==> config.mk <==
export PLATFORM = sky130hd
export DESIGN_NAME = sai_indicators
export DESIGN_NICKNAME = d
export VERILOG_FILES = /design/src/sai_pkg.sv /design/src/sai_indicators.sv
export SDC_FILE = /design/constraint.sdc
export NUM_CORES = 1
export LEC_CHECK = 0
export BUFFER_PORTS_ARGS = -buffer_cell sky130_fd_sc_hd__clkbuf_2
export CAP_MARGIN = 30
export CORE_MARGIN = 3
export CORE_UTILIZATION = 26
export CTS_BUF_LIST = sky130_fd_sc_hd__clkbuf_2 sky130_fd_sc_hd__clkbuf_4 sky130_fd_sc_hd__clkbuf_8
export CTS_CLUSTER_SIZE = 24
export DETAILED_ROUTE_END_ITERATION = 10
export GPL_TIMING_DRIVEN = 1
export PLACE_DENSITY = 0.53
export SLEW_MARGIN = 20
export SYNTH_ARGS = -nofsm -noshare
export SYNTH_HDL_FRONTEND = slang
export SYNTH_SLANG_ARGS = --single-unit
==> constraint.sdc <==
create_clock -name core_clk -period 4 [get_ports core_clk]
set_input_delay 0.2 -clock core_clk [delete_from_list [all_inputs] [get_ports core_clk]]
set_output_delay 0.2 -clock core_clk [all_outputs]
set_load 0.05 [all_outputs]
==> src/sai_pkg.sv <==
/*
 * Package for the status, alarm and buzzer indicator outputs.
 * Assumes a 250 MHz core clock and a 32.768 kHz slow clock sampled as data.
 */
package sai_pkg;

	// ************************************************************
	// Timing
	// ************************************************************
	localparam int SLOW_CLOCK_HZ = 32768;
	localparam int FAST_PERIOD_MS = 1000;
	localparam int FAST_ON_MS = 500;
	localparam int SLOW_PERIOD_MS = 3000;
	localparam int SLOW_ON_MS = 300;
	localparam int FAST_PERIOD_TICKS = SLOW_CLOCK_HZ * FAST_PERIOD_MS / 1000;
	localparam int FAST_ON_TICKS = SLOW_CLOCK_HZ * FAST_ON_MS / 1000;
	localparam int SLOW_PERIOD_TICKS = SLOW_CLOCK_HZ * SLOW_PERIOD_MS / 1000;
	localparam int SLOW_ON_TICKS = SLOW_CLOCK_HZ * SLOW_ON_MS / 1000;
	localparam int TICK_W = 17;
	localparam int TONE_W = 16;

	// ************************************************************
	// Status codes
	// ************************************************************
	typedef enum logic [1:0] {
		SAI_DEV_OFF,
		SAI_SEARCHING,
		SAI_REGISTERED,
		SAI_CALL_ACTIVE
	} sai_status_t;

	// ************************************************************
	// Firmware-side controls
	// ************************************************************
	typedef struct packed {
		logic alarm_mode;
		logic alarm_fire;
		logic alarm_clear;
		logic buzzer_mode;
		logic buzzer_enable;
		logic [TONE_W-1:0] tone_half_period;
	} sai_ctrl_t;

endpackage : sai_pkg

==> src/sai_indicators.sv <==
/*
 * Alarm pad, buzzer square wave and status lamp blink generator.
 * Assumes call firmware drives ctrl and status on core_clk; the slow clock
 * is an unrelated external square wave and is synchronised here.
 */
// What this block does
// - Alarm pad rises when the alarm time arrives in alarm mode.
// - Alarm pad stays high until the clear command or until alarm mode is left, then goes low.
// - During reset the alarm pad is forced high.
// - Buzzer pad plays square-wave tones in buzzer mode.
// - Indicator shows service and call state: off dark, call steadily lit.
// - Indicator pin level is the inverse of the lamp state.
// - Searching: 1s period, 0,5s lit.
// - Registered, no call: 3s period, 0,3s lit.
module sai_indicators #(
	// Blink counts in slow clock ticks
	parameter int FAST_PERIOD = sai_pkg::FAST_PERIOD_TICKS,
	parameter int FAST_ON = sai_pkg::FAST_ON_TICKS,
	parameter int SLOW_PERIOD = sai_pkg::SLOW_PERIOD_TICKS,
	parameter int SLOW_ON = sai_pkg::SLOW_ON_TICKS
) (
	input wire logic core_clk,
	input wire logic rst_n,
	input wire logic slow_clock_input,
	input wire sai_pkg::sai_ctrl_t ctrl,
	input wire sai_pkg::sai_status_t status,
	output logic alarm_pad,
	output logic buzzer_pad,
	output logic status_indicator_pin
);

	// ************************************************************
	// Elaboration checks
	// ************************************************************
	// Counts that overflow the blink counter would wrap and blink at a
	// wrong rate, so they are refused here rather than found on a bench
	localparam int TICK_MAX = (1 << sai_pkg::TICK_W) - 1;

	if (FAST_PERIOD < 2 || FAST_PERIOD > TICK_MAX) begin : g_bad_fast_period
		$error("Fast blink period does not fit the counter");
	end
	if (FAST_ON < 1 || FAST_ON >= FAST_PERIOD) begin : g_bad_fast_on
		$error("Fast blink lit time must be inside its period");
	end
	if (SLOW_PERIOD < 2 || SLOW_PERIOD > TICK_MAX) begin : g_bad_slow_period
		$error("Slow blink period does not fit the counter");
	end
	if (SLOW_ON < 1 || SLOW_ON >= SLOW_PERIOD) begin : g_bad_slow_on
		$error("Slow blink lit time must be inside its period");
	end

	// ************************************************************
	// Slow clock synchroniser and edge tick
	// ************************************************************
	logic slow_meta;
	logic slow_sync;
	logic slow_prev;
	logic slow_tick;

	// The slow wave is unrelated to core_clk: two flops before any logic
	always_ff @(posedge core_clk or negedge rst_n) begin
		if (!rst_n) begin
			slow_meta <= 1'b0;
			slow_sync <= 1'b0;
			slow_prev <= 1'b0;
		end else begin
			slow_meta <= slow_clock_input;
			slow_sync <= slow_meta;
			slow_prev <= slow_sync;
		end
	end

	// A grounded slow clock gives no ticks, so the blink simply freezes
	assign slow_tick = slow_sync & ~slow_prev;

	// ************************************************************
	// Alarm pad
	// ************************************************************
	logic alarm_latched;
	logic next_alarm_latched;

	always_comb begin
		next_alarm_latched = alarm_latched;
		if (ctrl.alarm_fire) begin
			// Alarm arrival wins over a simultaneous clear
			next_alarm_latched = 1'b1;
		end else if (ctrl.alarm_clear) begin
			next_alarm_latched = 1'b0;
		end
	end

	always_ff @(posedge core_clk or negedge rst_n) begin
		if (!rst_n) begin
			alarm_latched <= 1'b0;
		end else begin
			alarm_latched <= next_alarm_latched;
		end
	end

	always_ff @(posedge core_clk or negedge rst_n) begin
		if (!rst_n) begin
			alarm_pad <= 1'b1;
		end else begin
			alarm_pad <= ctrl.alarm_mode & alarm_latched;
		end
	end

	// ************************************************************
	// Buzzer tone generator
	// ************************************************************
	logic [sai_pkg::TONE_W-1:0] tone_count;
	logic [sai_pkg::TONE_W-1:0] next_tone_count;
	logic next_buzzer_pad;
	logic tone_on;

	// A zero half period would wrap the compare limit to all ones and toggle
	// only every 65536 cycles, a tone nobody asked for, so it is treated as silence
	assign tone_on = ctrl.buzzer_mode & ctrl.buzzer_enable &
		(ctrl.tone_half_period != '0);

	always_comb begin
		next_tone_count = tone_count + 1'b1;
		next_buzzer_pad = buzzer_pad;
		if (!tone_on) begin
			next_tone_count = '0;
			next_buzzer_pad = 1'b0;
		end else if (tone_count >= ctrl.tone_half_period - 1'b1) begin
			next_tone_count = '0;
			next_buzzer_pad = ~buzzer_pad;
		end
	end

	always_ff @(posedge core_clk or negedge rst_n) begin
		if (!rst_n) begin
			tone_count <= '0;
			buzzer_pad <= 1'b0;
		end else begin
			tone_count <= next_tone_count;
			buzzer_pad <= next_buzzer_pad;
		end
	end

	// ************************************************************
	// Status lamp blink
	// ************************************************************
	sai_pkg::sai_status_t status_prev;
	logic [sai_pkg::TICK_W-1:0] blink_count;
	logic [sai_pkg::TICK_W-1:0] next_blink_count;
	logic [sai_pkg::TICK_W-1:0] period_ticks;
	logic [sai_pkg::TICK_W-1:0] on_ticks;
	logic lamp_on;

	always_comb begin
		case (status)
			sai_pkg::SAI_SEARCHING: begin
				period_ticks = sai_pkg::TICK_W'(FAST_PERIOD);
				on_ticks = sai_pkg::TICK_W'(FAST_ON);
			end
			sai_pkg::SAI_REGISTERED: begin
				period_ticks = sai_pkg::TICK_W'(SLOW_PERIOD);
				on_ticks = sai_pkg::TICK_W'(SLOW_ON);
			end
			default: begin
				period_ticks = '0;
				on_ticks = '0;
			end
		endcase
	end

	// A changed status wins over a tick, so a new pattern always begins
	// with a full lit phase
	always_comb begin
		next_blink_count = blink_count;
		if (status != status_prev) begin
			next_blink_count = '0;
		end else if (slow_tick) begin
			if (blink_count >= period_ticks - 1'b1) begin
				next_blink_count = '0;
			end else begin
				next_blink_count = blink_count + 1'b1;
			end
		end
	end

	always_ff @(posedge core_clk or negedge rst_n) begin
		if (!rst_n) begin
			status_prev <= sai_pkg::SAI_DEV_OFF;
			blink_count <= '0;
		end else begin
			status_prev <= status;
			blink_count <= next_blink_count;
		end
	end

	// The counter clears one edge after a change; until then the stale
	// count must not show a dark phase, so a fresh searching or registered status is lit at once
	always_comb begin
		case (status)
			sai_pkg::SAI_DEV_OFF: lamp_on = 1'b0;
			sai_pkg::SAI_CALL_ACTIVE: lamp_on = 1'b1;
			default: begin
				if (status != status_prev) begin
					lamp_on = 1'b1;
				end else begin
					lamp_on = (blink_count < on_ticks);
				end
			end
		endcase
	end

	// Pin idles high in reset so the lamp stays dark

	always_ff @(posedge core_clk or negedge rst_n) begin
		if (!rst_n) begin
			status_indicator_pin <= 1'b1;
		end else begin
			status_indicator_pin <= ~lamp_on;
		end
	end

endmodule : sai_indicators

==> results of run 1 <==
flip-flops by register name, indices dropped and copies added, names as in the netlist:
| signal | count |
|---|---|
| status_prev | 2 |
| blink_count | 17 |
| slow_prev | 1 |
| alarm_latched | 1 |
| slow_sync | 1 |
| alarm_pad | 1 |
| slow_meta | 1 |
| buzzer_pad | 1 |
| tone_count | 16 |
| status_indicator_pin | 1 |
cell type report:
cell class	count	share of cell area
multi-input combinational	257	0.520
timing repair buffer	33	0.0574
inverter	19	0.0210
sequential	42	0.310
clock inverter	3	0.0202
tap	140	0.0515
clock buffer	5	0.0202
final timing paths:
path | start | to
max in group asynchronous | rst_n | tone_count[8]$_DFF_PN0_
hold / removal | ctrl[19] | alarm_latched$_DFFE_PN0P_
setup / recovery | ctrl[0] | tone_count[8]$_DFF_PN0_
min in group asynchronous | rst_n | blink_count[13]$_DFFE_PN0P_
hold reg to reg | slow_meta$_DFF_PN0_ | slow_sync$_DFF_PN0_
setup reg to reg | blink_count[16]$_DFFE_PN0P_ | blink_count[7]$_DFFE_PN0P_
cell families (layout without fill, tap and decap cells):
kind of cell,count (synthesis),after routing,share of synthesized area
mux,2,2,0.00685
compound gates,63,63,0.143
fa+ha+maj,31,31,0.133
flops,42,42,0.361
buf+inv,25,60,0.0343
xor+xnor,29,29,0.0869
simple gates,132,132,0.236
Yosys cell counts (all sizes together) (2+ instances only):
cell / n / area (um2)
a211oi: 5 / 37.5
nor4: 9 / 62.6
o41ai: 3 / 26.3
or4: 3 / 22.5
nor3: 24 / 120
nor2: 15 / 56.3
and2: 4 / 25.0
inv: 19 / 71.3
a21oi: 14 / 70.1
or3: 9 / 56.3
xnor2: 15 / 131
nor2b: 4 / 25.0
nand2b: 3 / 18.8
nand3: 15 / 75.1
nand2: 28 / 105
dfstp: 2 / 52.6
o31ai: 2 / 15.0
xor2: 14 / 123
o21ai: 21 / 105
and3: 5 / 31.3
a21o: 4 / 30.0
nand4: 7 / 43.8
ha: 31 / 388
a2111oi: 2 / 17.5
buf: 4 / 21.3
o22ai: 2 / 12.5
clkbuf: 2 / 7.51
dfrtp: 40 / 1000
mux2i: 2 / 20.0
a31oi: 2 / 12.5
worst reg2reg max path, delay by kind of cell (launching register included):
kind | cells | cell delay (ns)
adders and majority gates | 1 | 0.33
AOI/OAI and AO/OA | 2 | 0.99
and+or+nand+nor | 2 | 0.66
DFF | 1 | 0.43
through the flow:
| step | setup slack (ns) | total power (W) | utilization | cell area (um2) |
|---|---|---|---|---|
| floorplan | 0.857 | 0.000532 | - | 2920 |
| global placement | 0.648 | 0.000581 | 0.296 | 3220 |
| detailed placement | 0.452 | 0.000585 | 0.298 | 3240 |
| CTS | 0.752 | 0.000998 | 0.312 | 3400 |
| global route | 0.417 | 0.00104 | 0.312 | 3400 |
| finish | 0.721 | 0.000983 | 0.312 | 3400 |
layer usage:
metal / global-route usage / up-vias
met1: 0.156 / 1167
met3: 0.0217 / 16
met4: 0.0385 / 0
met2: 0.163 / 56
li1: - / 1252
met5: 0 / -
where the power goes:
group / total [W] / switching, W / internal (W)
logic: 0.000138 / 0.0000856 / 0.0000523
clock network: 0.000404 / 0.000154 / 0.000250
registers: 0.000441 / 0.00000622 / 0.000435
total: 0.000983 / 0.000246 / 0.000737
==> flow_summary.ini, run 1 <==
[hold_path]
hold_depth = 2
hp-class = in -> reg

[worst_setup_path]
crit_fanout = 11
path_buf_inv = 3
r2r_cells = 5
crit_path_max_incr_delay_ns = 0.50
path_cells = clkbuf_2, inv_1, ha_1, or3b_2, nor3_1, nand2_1, or3_1, xor2_1, ha_1, nand4_1, nor4_1, o31ai_1, nand3b_1, buf_4, nor3_1
crit_family = simple AND/OR/NAND/NOR gates
cp-end-kind = flop
cp_slowest_cell = or3b_2
start_kind = primary input
r2r_setup_slack_ns = 1.54
cp.arrival_ns = 3.42
cp.depth = 15
path_class = in -> reg
crit_required_ns = 4.15

[drt]
drc = 0
vias_per_cell = 4.99
wl_met3_um = 304
wl_per_cell_um = 13.2
wirelength_mm = 6.56
via_count = 2491
top_layer = met4
first_pass_iters = 4
drt_iter0_drc = 139
wl_met2_mm = 2.86
postRouteAntennaNets = 0
met1_length_mm = 3.26

[sta]
finalMaxSlewViolations = 0
worstMarginPinSlew_ns = 0.752
timing.final.crit_share = 0.820
rsz0062_at_grt = false
fin_crit_ns = 3.28
fin_setup_tns_ns = 0
whs_ns = 0.0743
finClkSkew_ns = 0.0142
slew_headroom = 0.498
hold_viol = 0
fmax_mhz = 305
setup_viol_count_final = 0

[synth]
synth_area_um2 = 2920
ys.flop_type = dfrtp_1
synthDistinctLibCells = 47
yosysSeqAreaShare = 0.361
synth_nets = 381
ys_ff_latch = 42
netlist_instances = 324
synth-async-reset-ratio = 1.00
synth-edff-count = 0
yosys_warnings = 0
syn_area_per_cell_um2 = 9.02

[global_route]
grt_overflow = 0
grt_pass1_wl_mm = 11.6
grt_antenna_before_repair = 0
grt_pass1_vias = 2460
grt_max_degree = 29
track_usage = 0.109

[place]
io_buffer_count = 28
dp_hpwl_mm = 4.98
gp_congestion = 0.851
placed_cells = 489

[power_and_ir_drop]
p_leak_nw = 1.45
peakVddDrop_v = 0.000137
power_density_nw_per_um2 = 289

[clock_tree]
cts_buffer_depth = 2
cts-root-buf = clkbuf_8
cts.sink_count = 42
cts_max_level = 2
clkTransAtPathRegs_ns = 0.08
post_cts_resized = 0
cts_buffers = 5
cts_hold_buf = 2
clk_latency_ns = 0.30
tritoncts = built
cts_setup_buffers = 0

[floorplanning]
die_w_um = 112
num_io_pins = 29
rows = 38
chipHeight_um = 112
core-area_um2 = 10900
die_area_um2 = 12500
start_util = 0.268

[run_status]
status = finished, final reports clean

[layout]
layoutNonFillerInstCount = 499
seqCellArea_um2 = 1050
multi_input_area_um2 = 1770
layout_common_cells = dfrtp_1 (40), ha_1 (31), nand2_1 (28), clkbuf_2 (28), nor3_1 (24)
antenna_cells = 0
final_common_cell = dfrtp_1
syn2layout_area_growth_pct = 16.4
nNetsFinal = 415
fillerInstances = 1125
drive_gt1_frac = 0.125

[job]
maxCapViolations = 0
No activity file was read; power rests on OpenSTA's default activity.
==> run 2: changes to the inputs <==
--- a/config.mk
+++ b/config.mk
@@ -5,6 +5,7 @@
 export SDC_FILE = /design/constraint.sdc
 export NUM_CORES = 1
 export LEC_CHECK = 0
+export ABC_AREA = 1
 export BUFFER_PORTS_ARGS = -buffer_cell sky130_fd_sc_hd__clkbuf_2
 export CAP_MARGIN = 30
 export CORE_MARGIN = 3
@@ -13,7 +14,7 @@
 export CTS_CLUSTER_SIZE = 24
 export DETAILED_ROUTE_END_ITERATION = 10
 export GPL_TIMING_DRIVEN = 1
-export PLACE_DENSITY = 0.53
+export PLACE_DENSITY = 0.52
 export SLEW_MARGIN = 20
 export SYNTH_ARGS = -nofsm -noshare
 export SYNTH_HDL_FRONTEND = slang
==> constraint.sdc (replaced) <==
create_clock -name core_clk -period 3.1 [get_ports core_clk]
set_input_delay 0.155 -clock core_clk [delete_from_list [all_inputs] [get_ports core_clk]]
set_output_delay 0.155 -clock core_clk [all_outputs]
set_load 0.05 [all_outputs]
==> run 2 against run 1 <==
Wire length decreased by 0.93%; die area increased by 7.0%; largest cell class unchanged; critical path type unchanged; hold slack got worse by 0.063 ns.
==> flow_summary.ini, run 2 <==
[sta]
whs_ns = 0.0117
fin_setup_tns_ns = 0
fin_crit_ns = 2.25
finalMaxSlewViolations = 0
slew_headroom = 0.471
hold_viol = 0
finalWorstSetupSlack_ns = 0.851
timing.final.crit_share = 0.726
setup_viol_count_final = 0
fmax_mhz = 445
finClkSkew_ns = 0.0146
rsz0062_at_grt = false
worstMarginPinSlew_ns = 0.792

[global_route]
grt_pass1_vias = 2716
grt_overflow = 0
grt_pass1_wl_mm = 11.8
track_usage = 0.107
grt_max_degree = 35
grt_antenna_before_repair = 0

[synth]
synth_compound_area_frac = 0.0478
synth_simple_gate_area_share = 0.336
synth_adder_area_share = 0.124
ys_ff_latch = 42
yosys.area_share.xor_xnor = 0.0781
yosys_warnings = 0
yosysSeqAreaShare = 0.336
synth-async-reset-ratio = 1.00
netlist_instances = 435
ys.flop_type = dfrtp_1
synth_top_family_by_area = simple AND/OR/NAND/NOR gates
yosysMostFrequentCell = nand2_1
synth_area_um2 = 3140
yosysTopAreaCellShare = 0.319
synthTopCellsByArea = dfrtp_1 (32%), nand2_1 (13%), ha_1 (12%), nor2_1 (9.7%), inv_1 (6.8%)
synthTopCellsByCount = nand2_1 (107), nor2_1 (81), inv_1 (57)
synth-edff-count = 0
synthMuxAreaShare = 0
synthDistinctLibCells = 29
syn_area_per_cell_um2 = 7.21
synth_nets = 492
yosys.area.top_type = dfrtp_1

[place]
dp_hpwl_mm = 5.18
io_buffer_count = 28
gp_congestion = 0.786
place_ws_ns = 0.511

[floorplanning]
rows = 39
chipHeight_um = 116
core-area_um2 = 11600
num_io_pins = 29
die_w_um = 116
die_area_um2 = 13400
start_util = 0.270

[layout]
regMostFlops = blink_count
syn2layout_area_growth_pct = 15.5
largest_reg_flops = 17
layout_common_cells = nand2_1 (107), nor2_1 (81), inv_1 (57), dfrtp_1 (40), ha_1 (31)
reg.largest.list = blink_count: 17 flops, tone_count: 16 flops, status_prev: 2 flops
nNetsFinal = 528
drive_gt1_frac = 0.121
antenna_cells = 0
final_common_cell = nand2_1

[worst_setup_path]
timing.rr.start = status_prev[1]$_DFF_PN0_
cp.arrival_ns = 2.45
path_class = in -> reg
path_buf_inv = 2
crit_required_ns = 3.30
crit_fanout = 13
start_kind = primary input
cp.depth = 17
cp-end-kind = flop
cp-startpoint = ctrl[2]
r2r_setup_slack_ns = 1.23
crit_path_max_incr_delay_ns = 0.29
cp_slowest_cell = ha_1
path_cells = clkbuf_2, nor2_1, nand2_1, nor2_1, nand2_1, nor3_2, xor2_1, inv_1, ha_1, a21oi_1, nand2_1, nand2_1, nand2_1, nor2_4, nand2_2, nand2_1, nand2_1
r2r_end = blink_count[11]$_DFFE_PN0P_
crit_path_end = buzzer_pad$_DFFE_PN0P_
r2r_cells = 8
crit_family = simple AND/OR/NAND/NOR gates
cp_common_cell = nand2_1

[power_and_ir_drop]
p_leak_nw = 1.84
power_density_nw_per_um2 = 349
peakVddDrop_v = 0.000145
totalPowerFinal_w = 0.00126

[clock_tree]
cts_buffer_depth = 2
clk_latency_ns = 0.31
tritoncts = built
clkTransAtPathRegs_ns = 0.10
cts.sink_count = 42
cts_buffers = 5
cts_max_level = 2
cts-root-buf = clkbuf_8

[drt]
vias_per_cell = 4.38
wl_met3_um = 176
wl_per_cell_um = 10.6
wirelength_mm = 6.50
drt_iter0_drc = 89
wl_met2_mm = 3.08
first_pass_iters = 6
via_count = 2691
postRouteAntennaNets = 0
met1_length_mm = 3.18
top_layer = met4
drc = 0

[job]
maxCapViolations = 0

[hold_path]
hp-class = in -> reg

[run_status]
status = finished, final reports clean
==> run 2: metrics by stage <==
stage / cells / utilization / instance area, um2
2_1_floorplan: 435 / - / 3140
3_3_place_gp: 603 / 0.296 / 3440
3_5_place_dp: 603 / 0.296 / 3440
4_1_cts: 614 / 0.310 / 3600
5_1_grt: 615 / 0.312 / 3620
6_report: 615 / 0.312 / 3620
==> run 2: how the worst min path moves through the flow <==
stage	depth (start not counted)	slack, ns	to	start
after floorplan	0	-0.14	alarm_latched$_DFFE_PN0P_	rst_n
after global placement	1	0.27	slow_meta$_DFF_PN0_	slow_clock_input
after detailed placement	1	0.26	slow_meta$_DFF_PN0_	slow_clock_input
after CTS	1	0.006	status_prev[0]$_DFF_PN0_	status[0]
after global routing	1	0.003	status_prev[0]$_DFF_PN0_	status[0]
final	1	0.01	status_prev[0]$_DFF_PN0_	status[0]
==> run 2: logic make-up after synthesis <==
group,count (synthesis)
fa+ha+maj,31
buf+inv,62
compound gates,26
flops,42
simple gates,246
xor+xnor,28
==> run 2: per-layer routing <==
metal | vias up | track usage
met1 | 1213 | 0.135
li1 | 1442 | -
met4 | 0 | 0.0294
met5 | - | 0
met2 | 31 | 0.188
met3 | 5 | 0.0188
==> run 2: where the power goes <==
part	switching, W	total, W	internal, W
clock network	0.000218	0.000541	0.000323
logic	0.000101	0.000157	0.0000563
registers	0.00000635	0.000566	0.000559
==> run 2: worst register-to-register path, stage by stage, from the launching register on <==
cell,delay [ns]
dfrtp_1,0.38
inv_1,0.05
nand2_1,0.05
nand2_1,0.09
nand3_1,0.57
inv_1,0.33
nor2_1,0.08
o21ai_0,0.15
nor2_1,0.06
==> run 2: repair_timing <==
action	CTS	global route
setup buffers	0	0
setup endpoints to repair	0	0
hold buffers	3	0
endpoints found under the hold margin	32	0
gates resized for setup	0	0
==> run 2: layout make-up <==
| cell class | count | area (um2) |
|---|---|---|
| clock buffer | 5 | 68.8 |
| clock inverter | 3 | 68.8 |
| fill | 1245 | 7990 |
| inverter | 58 | 218 |
| multi-input combinational | 331 | 1840 |
| sequential | 42 | 1050 |
| tap | 143 | 179 |
| timing repair buffer | 33 | 198 |
==> run 3: changes to the inputs <==
==> constraint.sdc (replaced) <==
create_clock -name core_clk -period 2.2 [get_ports core_clk]
set_input_delay 0.11 -clock core_clk [delete_from_list [all_inputs] [get_ports core_clk]]
set_output_delay 0.11 -clock core_clk [all_outputs]
set_load 0.05 [all_outputs]
==> run 3 against run 2 <==
Total power is 27% higher; register-to-register slack worse by 0.72 ns; critical path depth is 2 lower; clock power is 4% higher; clock skew is 0.0012 ns higher; die area stayed put; final cell count is 4.1% higher.
==> flow_summary.ini, run 3 (synthesis gave the netlist of run 2 again) <==
[sta]
worstMarginPinSlew_ns = 0.628
slew_headroom = 0.581
fin_setup_tns_ns = 0
hold_viol = 0
finClkSkew_ns = 0.0157
timing.final.crit_share = 0.880
setup_viol_count_final = 0
fmax_mhz = 517
finalMaxSlewViolations = 0
fin_crit_ns = 1.94
rsz0062_at_grt = false

[power_and_ir_drop]
peakVddDrop_v = 0.000168
p_sw_frac = 0.299
clkPwrFrac = 0.348
p_int_w = 0.00113
combPwrFrac = 0.156
power_frac_seq = 0.495
switchingPower_w = 0.000482
p_leak_nw = 1.94
totalPowerFinal_w = 0.00161
power_density_nw_per_um2 = 425

[global_route]
grt_antenna_before_repair = 0
grt_pass1_vias = 2758
grt_max_degree = 25
track_usage = 0.110
grt_pass1_wl_mm = 12.1
grt_overflow = 0

[layout]
multi_input_area_um2 = 1850
regMostFlops = blink_count
layoutNonFillerInstCount = 640
largest_reg_flops = 17
fillerInstances = 1252
seqCellArea_um2 = 1050
syn2layout_area_growth_pct = 20.8
drive_gt1_frac = 0.163
layout_common_cells = nand2_1 (107), nor2_1 (79), inv_1 (57), dfrtp_1 (40), ha_1 (31)
nNetsFinal = 553
reg.largest.list = blink_count: 17 flops, tone_count: 16 flops, status_prev: 2 flops
antenna_cells = 0
final_common_cell = nand2_1

[floorplanning]
num_io_pins = 29
chipHeight_um = 116
die_area_um2 = 13400
die_w_um = 116
start_util = 0.270
rows = 39
core-area_um2 = 11600

[clock_tree]
cts.sink_count = 42
cts_max_level = 2
clkTransAtPathRegs_ns = 0.10
cts_buffers = 5
tritoncts = built
cts_buffer_depth = 2
clk_latency_ns = 0.31
cts-root-buf = clkbuf_8

[worst_setup_path]
cp.arrival_ns = 2.17
crit_required_ns = 2.43
path_class = in -> reg
start_kind = primary input
crit_fanout = 12
cp-end-kind = flop

[drt]
drc = 0
via_count = 2780
wirelength_mm = 6.78
postRouteAntennaNets = 0
wl_per_cell_um = 10.6
drt_iter0_drc = 84
vias_per_cell = 4.34
first_pass_iters = 4

[place]
dp_hpwl_mm = 5.40
io_buffer_count = 28
placed_cells = 625
gp_congestion = 0.808

[hold_path]
hp-class = in -> reg

[run_status]
status = finished, final reports clean

[job]
maxCapViolations = 0
## run 3: cell type report
| type | instances | share of cell area |
|---|---|---|
| Clock buffer | 5 | 0.0182 |
| Timing Repair Buffer | 58 | 0.102 |
| Clock inverter | 3 | 0.00759 |
| Tap cell | 143 | 0.0472 |
| Multi-Input combinational cell | 331 | 0.489 |
| Inverter | 58 | 0.0587 |
| Sequential cell | 42 | 0.278 |
## run 3: critical path, stage by stage
cell and delay [ns]:
dlygate4sd3_1 0.53, buf_4 0.13, inv_1 0.05, ha_1 0.29
inv_1 0.05, ha_1 0.26, nand2_1 0.08, inv_1 0.04
nand3_1 0.07, nor2_1 0.04, nor2_1 0.13, nand2_1 0.08
nand2_2 0.12, inv_6 0.08, nor2_1 0.10
## run 3: stage by stage
| step | utilization | setup WS (ns) | cell area [um2] | hold WS, ns |
|---|---|---|---|---|
| finish | 0.326 | 0.265 | 3790 | 0.244 |
| detailed placement | 0.310 | -0.224 | 3600 | 0.173 |
| CTS | 0.324 | 0.119 | 3770 | 0.224 |
| floorplan | - | 0.0915 | 3140 | -0.186 |
| global route | 0.326 | 0.0184 | 3790 | 0.294 |
| global placement | 0.310 | -0.106 | 3600 | 0.175 |
## run 3: final timing paths
check / startpoint / depth (start not counted) / end / slack, ns
max: status[0] / 15 / blink_count[12]$_DFFE_PN0P_ / 0.26
min: ctrl[16] / 7 / buzzer_pad$_DFFE_PN0P_ / 0.24
max reg2reg: tone_count[13]$_DFF_PN0_ / 9 / tone_count[2]$_DFF_PN0_ / 0.51
min reg2reg: slow_meta$_DFF_PN0_ / 0 / slow_sync$_DFF_PN0_ / 0.36
max in group asynchronous: rst_n / 3 / blink_count[12]$_DFFE_PN0P_ / 1.26
min in group asynchronous: rst_n / 2 / blink_count[8]$_DFFE_PN0P_ / 0.34
## run 3: metal layers
layer | share of wire | GRT usage
met4 | 0.011 | 0.0255
met3 | 0.031 | 0.0178
met1 | 0.48 | 0.137
met5 | 0 | 0
met2 | 0.48 | 0.199
## run 3: timing repair
item	in CTS	in global routing
hold buffers	7	0
buffers inserted	0	0
resized for setup	0	9
endpoints found under the hold margin	25	0
setup endpoints to repair	0	29
## run 3: power groups by stage
| stage | Combinational (W) | Clock (W) | Sequential, W |
|---|---|---|---|
| 4_1_cts | 0.000254 | 0.000586 | 0.000798 |
| 2_1_floorplan | 0.000124 | 0 | 0.000828 |
| 5_1_grt | 0.000291 | 0.000610 | 0.000800 |
| 3_3_place_gp | 0.000238 | 0 | 0.000812 |
| 3_5_place_dp | 0.000244 | 0 | 0.000813 |
| 6_report | 0.000252 | 0.000561 | 0.000797 |
